File: src/hdl/cpc_defs.svh
/*
 Holds the offsets, field positions, reset values and masks of the
 code protection and identification block.
 Assumes inclusion by bare name from files that need the constants.
*/
`ifndef CPC_DEFS_SVH
`define CPC_DEFS_SVH
`define CPC_NBLK            5
`define CPC_BOOT_IDX        4
`define CPC_TRP_BOOT_BIT    6
`define CPC_LV_EN_BIT       2
`define CPC_LV_EN_RST       1'b1
`define CPC_TRP_BLK_RST     8'h0f
`define CPC_TRP_BOOT_RST    8'h40
`define CPC_TRP_BLK_MASK    8'h0f
`define CPC_TRP_BOOT_MASK   8'h40
`define CPC_ADR_TRP_BLK     3'h0
`define CPC_ADR_TRP_BOOT    3'h1
`define CPC_ADR_ID_LO       3'h2
`define CPC_ADR_ID_HI       3'h3
`define CPC_ADR_CFG4L       3'h4
`define CPC_ADR_CP          3'h5
`define CPC_CP_RST          8'h1f
`define CPC_SUM_W           16
`endif

File: src/hdl/cpc_pkg.sv
/*
 Types shared by the code protection block and its checksum unit.
 Assumes cpc_defs.svh is present on the include path.
*/
package cpc_pkg;
    typedef enum logic [1:0]
    {
        CPC_RUN  = 2'b00,
        CPC_HV   = 2'b01,
        CPC_LV   = 2'b10
    } cpc_mode_t;

    typedef struct packed
    {
        logic       we;
        logic [2:0] adr;
        logic [7:0] wdat;
    } cpc_cfg_wr_t;

    typedef struct packed
    {
        logic       vld;
        logic       clr;
        logic [7:0] dat;
        logic [7:0] mask;
        logic       is_id;
    } cpc_sum_in_t;
endpackage

File: src/hdl/cpc_top.sv
/*
 Code protection, identification and programming-mode gate.
 Assumes programmer writes arrive as single-cycle strobes synchronous to
 clk_sys_i, and the high-voltage detect is already a clean level.
*/
// Summary of operation
// RL1: Per-block guard blocks foreign table reads.
// RL2: Eleven-bit part number over two ID registers.
// RL3: Five-bit revision shares lower ID register.
// RL4: Low-voltage enable bit ships as one.
// RL5: Clearing low-voltage enable needs high-voltage mode.
// RL6: Cleared enable refuses low-voltage entry.
// RL7: High voltage on master-clear always enters.
// RL8: Checksum adds code bytes and masked configs.
// RL9: ID bytes summed only when protected.
// RL10: Checksum keeps low sixteen bits only.
// RL11: Code and table-read protection act separately.
// RL12: Protected ID holds unprotected checksum nibbles.
// RL13: Config and ID always readable by programmer.
// RL14: Readout checksum sums values as read.
// RL15: Enable ignored when master-clear is off.
// RL16: ID contribution uses low nibble only.
// RL17: Accumulator clears at start of computation.
`timescale 1ns/1ps
`include "cpc_defs.svh"
module cpc_top
    import cpc_pkg::*;
#(
    parameter logic [10:0] PART_NUM = 11'h123,  // Arbitrary value
    parameter logic [4:0]  REVISION = 5'h01,    // Arbitrary value
    parameter int          NBLK     = `CPC_NBLK
)
(
    input  wire logic               clk_sys_i,
    input  wire logic               rstn_i,
    input  wire logic               hv_detect_i,
    input  wire logic               lv_entry_req_i,
    input  wire logic               master_clear_pin_enable_i,
    input  wire logic               prog_exit_i,
    input  wire cpc_cfg_wr_t        cfg_wr_i,
    input  wire logic [2:0]         cfg_rd_adr_i,
    output logic [7:0]              cfg_rd_dat_o,
    input  wire logic [2:0]         tbl_src_blk_i,
    input  wire logic [2:0]         tbl_dst_blk_i,
    input  wire logic               tbl_rd_req_i,
    output logic                    tbl_rd_allow_o,
    input  wire logic [2:0]         prg_rd_blk_i,
    input  wire logic               prg_rd_is_code_i,
    output logic                    prg_rd_allow_o,
    output cpc_mode_t               mode_o,
    input  wire cpc_sum_in_t        sum_i,
    output logic [`CPC_SUM_W-1:0]   checksum_o
);
    // Guard and protect vectors are laid out for exactly five blocks
    if (NBLK != `CPC_NBLK)
    begin
        $error("NBLK must equal five blocks");
    end

    cpc_mode_t   mode_r;
    cpc_mode_t   mode_nxt;
    logic [7:0]  trp_blk_r;
    logic [7:0]  trp_boot_r;
    logic        low_voltage_prog_enable_r;
    logic [7:0]  cp_r;
    logic [NBLK-1:0] guard;
    logic        lv_usable;
    logic        wr_trp_blk;
    logic        wr_trp_boot;
    logic        wr_cfg4l;
    logic        wr_cp;
    logic        in_prog;
    logic        any_cp;
    logic [7:0]  id_lo;
    logic [7:0]  id_hi;

    // Guard bits: 0 means the block is shielded from other blocks
    assign guard = {trp_boot_r[`CPC_TRP_BOOT_BIT], trp_blk_r[3:0]}; // [RL1]
    assign any_cp = ~&cp_r[NBLK-1:0];

    assign id_hi = PART_NUM[10:3];                            // [RL2]
    assign id_lo = {PART_NUM[2:0], REVISION};                 // [RL3]

    // The enable is only meaningful while master-clear is active
    assign lv_usable = low_voltage_prog_enable_r
                     & master_clear_pin_enable_i;             // [RL15]

    assign in_prog     = (mode_r != CPC_RUN);
    assign wr_trp_blk  = cfg_wr_i.we & in_prog
                       & (cfg_wr_i.adr == `CPC_ADR_TRP_BLK);
    assign wr_trp_boot = cfg_wr_i.we & in_prog
                       & (cfg_wr_i.adr == `CPC_ADR_TRP_BOOT);
    // Only high-voltage mode may touch the low-voltage enable
    assign wr_cfg4l    = cfg_wr_i.we & (mode_r == CPC_HV)
                       & (cfg_wr_i.adr == `CPC_ADR_CFG4L);    // [RL5]
    assign wr_cp       = cfg_wr_i.we & in_prog
                       & (cfg_wr_i.adr == `CPC_ADR_CP);

    always_comb
    begin
        mode_nxt = mode_r;
        unique case (mode_r)
            CPC_RUN:
            begin
                if (hv_detect_i)
                    mode_nxt = CPC_HV;                        // [RL7]
                else if (lv_entry_req_i && lv_usable)
                    mode_nxt = CPC_LV;                        // [RL6]
            end
            CPC_HV:
            begin
                if (prog_exit_i && !hv_detect_i)
                    mode_nxt = CPC_RUN;
            end
            CPC_LV:
            begin
                if (hv_detect_i)
                    mode_nxt = CPC_HV;                        // [RL7]
                else if (prog_exit_i)
                    mode_nxt = CPC_RUN;
            end
            default:
                mode_nxt = CPC_RUN;
        endcase
    end

    always_ff @(posedge clk_sys_i or negedge rstn_i)
    begin
        if (!rstn_i)
            mode_r <= CPC_RUN;
        else
            mode_r <= mode_nxt;
    end

    always_ff @(posedge clk_sys_i or negedge rstn_i)
    begin
        if (!rstn_i)
        begin
            trp_blk_r                 <= `CPC_TRP_BLK_RST;
            trp_boot_r                <= `CPC_TRP_BOOT_RST;
            low_voltage_prog_enable_r <= `CPC_LV_EN_RST;      // [RL4]
            cp_r                      <= `CPC_CP_RST;
        end
        else
        begin
            if (wr_trp_blk)
                trp_blk_r <= cfg_wr_i.wdat & `CPC_TRP_BLK_MASK;
            if (wr_trp_boot)
                trp_boot_r <= cfg_wr_i.wdat & `CPC_TRP_BOOT_MASK;
            if (wr_cfg4l)
                low_voltage_prog_enable_r <= cfg_wr_i.wdat[`CPC_LV_EN_BIT];
            if (wr_cp)
                cp_r <= cfg_wr_i.wdat & `CPC_CP_RST;
        end
    end

    // Table reads from the same block are always allowed
    assign tbl_rd_allow_o = tbl_rd_req_i
        & ((tbl_src_blk_i == tbl_dst_blk_i)
           | ((tbl_dst_blk_i < 3'(NBLK)) & guard[tbl_dst_blk_i]));  // [RL1]

    // Code protection only gates the programmer; config stays visible
    assign prg_rd_allow_o = ~prg_rd_is_code_i                 // [RL13]
        | ((prg_rd_blk_i < 3'(NBLK)) & cp_r[prg_rd_blk_i]);  // [RL11]

    always_ff @(posedge clk_sys_i or negedge rstn_i)
    begin
        if (!rstn_i)
            cfg_rd_dat_o <= 8'h00;
        else
        begin
            unique case (cfg_rd_adr_i)
                `CPC_ADR_TRP_BLK:  cfg_rd_dat_o <= trp_blk_r;
                `CPC_ADR_TRP_BOOT: cfg_rd_dat_o <= trp_boot_r;
                `CPC_ADR_ID_LO:    cfg_rd_dat_o <= id_lo;
                `CPC_ADR_ID_HI:    cfg_rd_dat_o <= id_hi;
                `CPC_ADR_CFG4L:    cfg_rd_dat_o <=
                    8'(low_voltage_prog_enable_r) << `CPC_LV_EN_BIT;
                `CPC_ADR_CP:       cfg_rd_dat_o <= cp_r;
                default:           cfg_rd_dat_o <= 8'h00;
            endcase
        end
    end

    assign mode_o = mode_r;

    // Protected-part ID nibbles are the programmer's business [RL12]
    cpc_sum u_sum
    (
        .clk_sys_i (clk_sys_i),
        .rstn_i    (rstn_i),
        .sum_i     (sum_i),
        .any_cp_i  (any_cp),
        .sum_o     (checksum_o)
    );
endmodule

File: src/hdl/cpc_sum.sv
/*
 Sixteen-bit checksum accumulator for program memory readout.
 Assumes one byte per valid cycle; clear starts a new computation.
*/
`timescale 1ns/1ps
`include "cpc_defs.svh"
module cpc_sum
    import cpc_pkg::*;
(
    input  wire logic                  clk_sys_i,
    input  wire logic                  rstn_i,
    input  wire cpc_sum_in_t           sum_i,
    input  wire logic                  any_cp_i,
    output logic [`CPC_SUM_W-1:0]      sum_o
);
    logic [`CPC_SUM_W-1:0] acc_r;
    logic [`CPC_SUM_W-1:0] acc_nxt;
    logic [7:0]            term;
    logic                  take;

    // ID bytes only count their low nibble, and only under protection
    assign take  = sum_i.vld & (~sum_i.is_id | any_cp_i);     // [RL9]
    assign term  = sum_i.is_id ? (sum_i.dat & 8'h0f)          // [RL16]
                               : (sum_i.dat & sum_i.mask);    // [RL8]
    // Carry beyond bit 15 is simply lost by the width
    assign acc_nxt = acc_r + {8'h00, term};                   // [RL10]
    assign sum_o = acc_r;

    always_ff @(posedge clk_sys_i or negedge rstn_i)
    begin
        if (!rstn_i)
            acc_r <= '0;
        else if (sum_i.clr)
            acc_r <= '0;                                      // [RL17]
        else if (take)
            acc_r <= acc_nxt;                                 // [RL14]
    end
endmodule

File: config.mk
export PLATFORM = sky130hd
export DESIGN_NAME = cpc_top
export DESIGN_NICKNAME = d
export VERILOG_FILES = /design/src/hdl/cpc_pkg.sv /design/src/hdl/cpc_top.sv /design/src/hdl/cpc_sum.sv
export VERILOG_INCLUDE_DIRS = /design/src /design/src/hdl
export SDC_FILE = /design/constraint.sdc
export NUM_CORES = 1
export LEC_CHECK = 0
export BUFFER_PORTS_ARGS = -buffer_cell sky130_fd_sc_hd__buf_2
export CAP_MARGIN = 10
export CORE_ASPECT_RATIO = 0.7
export CORE_MARGIN = 1.5
export CORE_UTILIZATION = 45
export CTS_CLUSTER_SIZE = 8
export DETAILED_ROUTE_END_ITERATION = 6
export GPL_TIMING_DRIVEN = 0
export PLACE_DENSITY = 0.77
export SKIP_LAST_GASP = 1
export SYNTH_ARGS = -nofsm -noshare
export SYNTH_HDL_FRONTEND = slang
export SYNTH_SLANG_ARGS = --single-unit
File: constraint.sdc
create_clock -name clk_sys_i -period 2.2 [get_ports clk_sys_i]
set_clock_uncertainty 0.1 [all_clocks]
set_input_delay 0.66 -clock clk_sys_i [delete_from_list [all_inputs] [get_ports clk_sys_i]]
set_output_delay 0.66 -clock clk_sys_i [all_outputs]
set_load 0.01 [all_outputs]
# Yosys cells after proc, flatten, opt, wreduce, memory -nomap -nowiden
# Cells that the tools add are included.
# op_classes
n_addsub,1
mul,0
div_mod_pow,0
order_cmp,4
n_eq_ne,14
shift,0
mux,14
bitwise,17
n_reduce_logical,11
# op_table
cell,count
$pmux 7 s6,1
$mux 16,2
$add 16x8->16,1
$eq 3x3->1 const B,4
$and 1x1->1,11
$mux 2,5
$and 8x8->8,1
$lt 3x4->1 const B,2
$mux 8,1
$bmux 1 s3,2
$eq 3x1->1 const B,2
$eq 3x2->1 const B,2
$logic_not 3->1,2
$lt 3x3->1 const B,2
$ne 3x3->1 const B,2
$pmux 2 s3,1
$reduce_and 5->1,1
$reduce_bool 2->1,2
$eq 3x3->1,1
$or 1x1->1,3
$reduce_and 3->1,1
$eq 2x1->1 const B,1
$eq 2x2->1 const B,1
$logic_and 1x1->1,2
5 further kinds,8
# totals
regBits,37
latchBits,0
ram_bits,0
romBits,0
elab_cells,68
mem_count,0

# Longest topological paths before layout
# logic_depth
word_depth,6
depth_mapped,10
depth_no_buf,9

# Modules after synthesis
# A second synthesis with hierarchy kept.
# unflattened
hier_cells,241
hier_area_um2,2386.0
# modules_own_cells
mod,instances,cells_per_inst,area_per_inst_um2,seq_area_each_um2
cpc_sum,1,157,1351.3,400.4
cpc_top,1,84,1034.7,514.2

# Worst setup path before layout
# OpenSTA, ideal clock, no wires.
# synth_timing
kind,input port to flip-flop
from,in sum_i[0] (netlist name)
to,"reg u_sum.acc_r[10], in the netlist u_sum.sum_o[10]"
setup_ns,0.077
arrival_ns,2.553
t_required_ns,2.023
setup_slack_ns,-0.531
path_stages,10
n_path_buf,1
cell_sequence,buf_6 o21a_1 ha_1 inv_1 fa_1 nand3b_1 a31oi_1 o41ai_2 or3_2 a21oi_1
# synth_via
elab_chain_len,4
elab_cells_between_ends,8
cone_classes,add/sub (1); mux (3); bitwise (3); reduce/logical (1)
# synth_lines
item,line_no,source
"start, declared",cpc_top.sv:51,"input wire cpc_sum_in_t sum_i,"
$mux 8 or $not 1->1 (tied branches),"cpc_sum.sv:23, cpc_sum.sv:22",
$add 16x8->16 or $or 1x1->1 (tied branches),"cpc_sum.sv:26, cpc_sum.sv:22",
$mux 16 or $and 1x1->1 (tied branches),"cpc_sum.sv:35, cpc_sum.sv:22",
$mux 16 or $reduce_bool 2->1 (tied branches),--,
"end signal, assigned",cpc_sum.sv:36,acc_r <= acc_nxt;
"end, declared",cpc_sum.sv:16,logic [`CPC_SUM_W-1:0] acc_r;
# Several ways; a longest one is shown, not always the timed one. The select of a mux whose other input is x is not followed.
# A chain may end at the register's enable or synchronous reset.

# Final worst setup path
# layout_timing
from,in sum_i[0] (netlist name)
to,"reg u_sum.acc_r[6], in the netlist u_sum.sum_o[6]"
# The elaborated chain is that of the path after synthesis.

==> metrics.cfg <==
[sta]
final-hold-violation-count=0
fin_crit_sh_pct=115
drv_slew=0
fin_ws_ns=-0.325
finalSetupViolCount=13
fin_crit_ns=2.52
tightest_slew_ns=0.774
rsz0062_at_grt=yes
slew_headroom_pct=48.4
max_freq_mhz=396

[clock_network]
clkTransAtPathRegs_ns=0.07
clkSinkCount=36
ctsRootBufferMaster=clkbuf_8
clk_path_buf_depth=2
htreeDepth=2
cts_tree=built
insertion_delay_ns=0.29
cts_inserted_buffers=5

[floorplanning]
die_x_um=85.9
coreArea_um2=4480
die-area_um2=5240
start_util_pct=48.4
row_count=20
pin_count=79
dieHeight_um=61.0

[logic_synthesis]
synthAdderAreaFrac_pct=6.12
synthFlopType=dfrtp_1
yosysSeqAreaShare_pct=42.2
netlist_instances=215
synth.avg_cell_area_um2=10.1
synth_top_family_by_area=simple AND/OR/NAND/NOR gates
yosys_warnings=0
syn_nets=276
synth_xor_area_share_pct=2.43
synth-compound-area-share_pct=15.4
synthMuxAreaShare_pct=9.88
synth_edf_count=0
synth.distinct_cells=47
synth_area_um2=2170
yosys.area_share.simple_pct=20.6
synth-seq-cells=36
synth-async-reset-ratio_pct=100

[cells_and_area]
diodes=0
final_common_cell=buf_2
layout_common_cells=buf_2, dfrtp_1, nand2_1
syn2layout_area_growth_pct=38.0
instances_no_fill=365
multiInputGateArea_um2=1340
nFillCells=382
final_net_count=370
seq_area_um2=915
drive_above_1_share_pct=49.4

[routing]
wl_um=5510
num_vias=1978
antenna_left=0
drt_iter0_drc=75
drc=0
drt_pass1_iterations=4
wl_per_cell_um=15.1
routed_via_density=5.42

[grt]
overflow=0
grt_start_max_net_pins=37
grt_pass1_wl_um=8440
grt.total_usage_pct=21.3
grt_pass1_vias=1783
antenna_found_initial=0

[placed_design]
dp_slack_ns=-0.721
dp_hpwl_um=3850
dp.cells=344
place_congestion=0.864
port_buffers=74

[critical_path]
r2r-start=u_sum.sum_o[0]$_DFFE_PN0P_
regToRegSetupSlack_ns=-0.15
r2r-end=u_sum.sum_o[6]$_DFFE_PN0P_
required_ns=2.29
end_kind=flop
path_max_fanout=3
reg2reg_depth=10
path_class=input pin to flop
start_kind=input pin
arrival_ns=2.62

[flow_run]
maxCapViolCount=0

[pwr]
ir_drop_mv=0.407
p_leak_nw=1.42
p_per_area_nw_per_um2=581

[min_path]
hold_class=input pin to async pin

[outcome]
violations=setup timing
status=finished, violations left

## cell families (layout without fill, tap and decap cells)
kind of cell               count (synthesis)  after routing
buffers and inverters                     11            106
and+or+nand+nor                           83             83
other                                      1              1
adders and majority gates                 10             10
muxes                                     17             17
xor gates and xnor gates                   6              6
DFF                                       36             36
AOI/OAI and AO/OA                         51             51
## timing repair
| action | CTS | global route |
|---|---|---|
| hold buffers | 0 | 0 |
| pin swaps | 14 | 11 |
| resized for setup | 13 | 17 |
| buffers inserted | 7 | 6 |
| setup endpoints to repair | 12 | 14 |
| gates cloned | 0 | 0 |
## worst max path at each step
stage                     cells after the start  startpoint                          end
final                                        12    sum_i[0]   u_sum.sum_o[6]$_DFFE_PN0P_
after global routing                         12    sum_i[0]   u_sum.sum_o[6]$_DFFE_PN0P_
after CTS                                    10    sum_i[0]  u_sum.sum_o[14]$_DFFE_PN0P_
after detailed placement                     10    sum_i[0]  u_sum.sum_o[10]$_DFFE_PN0P_
after global placement                       10    sum_i[0]  u_sum.sum_o[10]$_DFFE_PN0P_
after floorplan                              10    sum_i[0]  u_sum.sum_o[10]$_DFFE_PN0P_
## layer usage
layer  wire (um)  share of wire [%]  vias to the layer above  track usage [%]
met5           0                  0                        -                0
met4          40               0.73                        0             4.84
met3         356                6.5                        5             4.42
met2        2500                 45                       70             32.6
met1        2620                 47                      927             31.5
li1            -                  -                      976                -
## sequential cells by signal, indices dropped and copies added, names as in the netlist
register	cells
trp_boot_r	1
mode_o	2
trp_blk_r	4
cfg_rd_dat_o	7
u_sum.sum_o	16
cp_r	5
low_voltage_prog_enable_r	1
## power by group
part	leakage [nW]	switching, mW	internal, mW
registers	0.453	0.0753	0.773
clock network	0.0445	0.244	0.255
logic	0.922	0.182	0.208
## area by class of cell
class                           instances  share of cell area, %
Multi-Input combinational cell        168                   44.7
Sequential cell                        36                   30.6
Timing Repair Buffer                   87                   16.6
Clock buffer                            7                   2.89
Tap cell                               55                   2.30
Buffer                                  6                   1.97
Inverter                                5                  0.628
Clock inverter                          1                  0.251
## critical path, stage by stage
cell and delay, ns:
buf_12 0.08, o21a_1 0.12, ha_2 0.18, inv_2 0.04, fa_2 0.37, nand3b_1 0.26, a31oi_4 0.23, buf_4 0.15
buf_6 0.08, nor2_2 0.04, xor2_1 0.15, o31ai_1 0.25
## stage by stage
step | TNS, ns | hold slack (ns) | util, % | power [mW] | instance area, um2
after detailed placement | -6.11 | 0.427 | 58.9 | 1.21 | 2640
final | -2.96 | 0.341 | 66.7 | 1.74 | 2990
after floorplan | -3.18 | 0.264 | - | 1.06 | 2200
after CTS | -1.85 | 0.373 | 63.9 | 1.73 | 2860
after global placement | -5.87 | 0.425 | 58.9 | 1.20 | 2640
after global routing | -3.97 | 0.417 | 66.7 | 1.83 | 2990
## cells in the mapped netlist (2+ instances only)
cell	count	area share, %
ha_1	9	5.2
nand3_1	12	2.8
or4_1	3	1.0
o21a_1	6	2.1
a21o_1	3	1.0
o21ai_0	10	2.3
or3_1	2	0.58
buf_6	2	1.0
dfstp_2	11	13
nand3b_1	3	1.0
dfrtp_1	25	29
nor2b_1	6	1.7
a21oi_1	20	4.6
nand2_1	24	4.2
xnor2_1	5	2.0
inv_1	5	0.87
o31ai_1	3	1.0
mux4_2	2	2.1
mux2_2	15	7.8
and3_1	4	1.2
nand2b_1	3	0.87
nor2_1	17	2.9
Note: power is estimated with default switching activity, not from simulation.
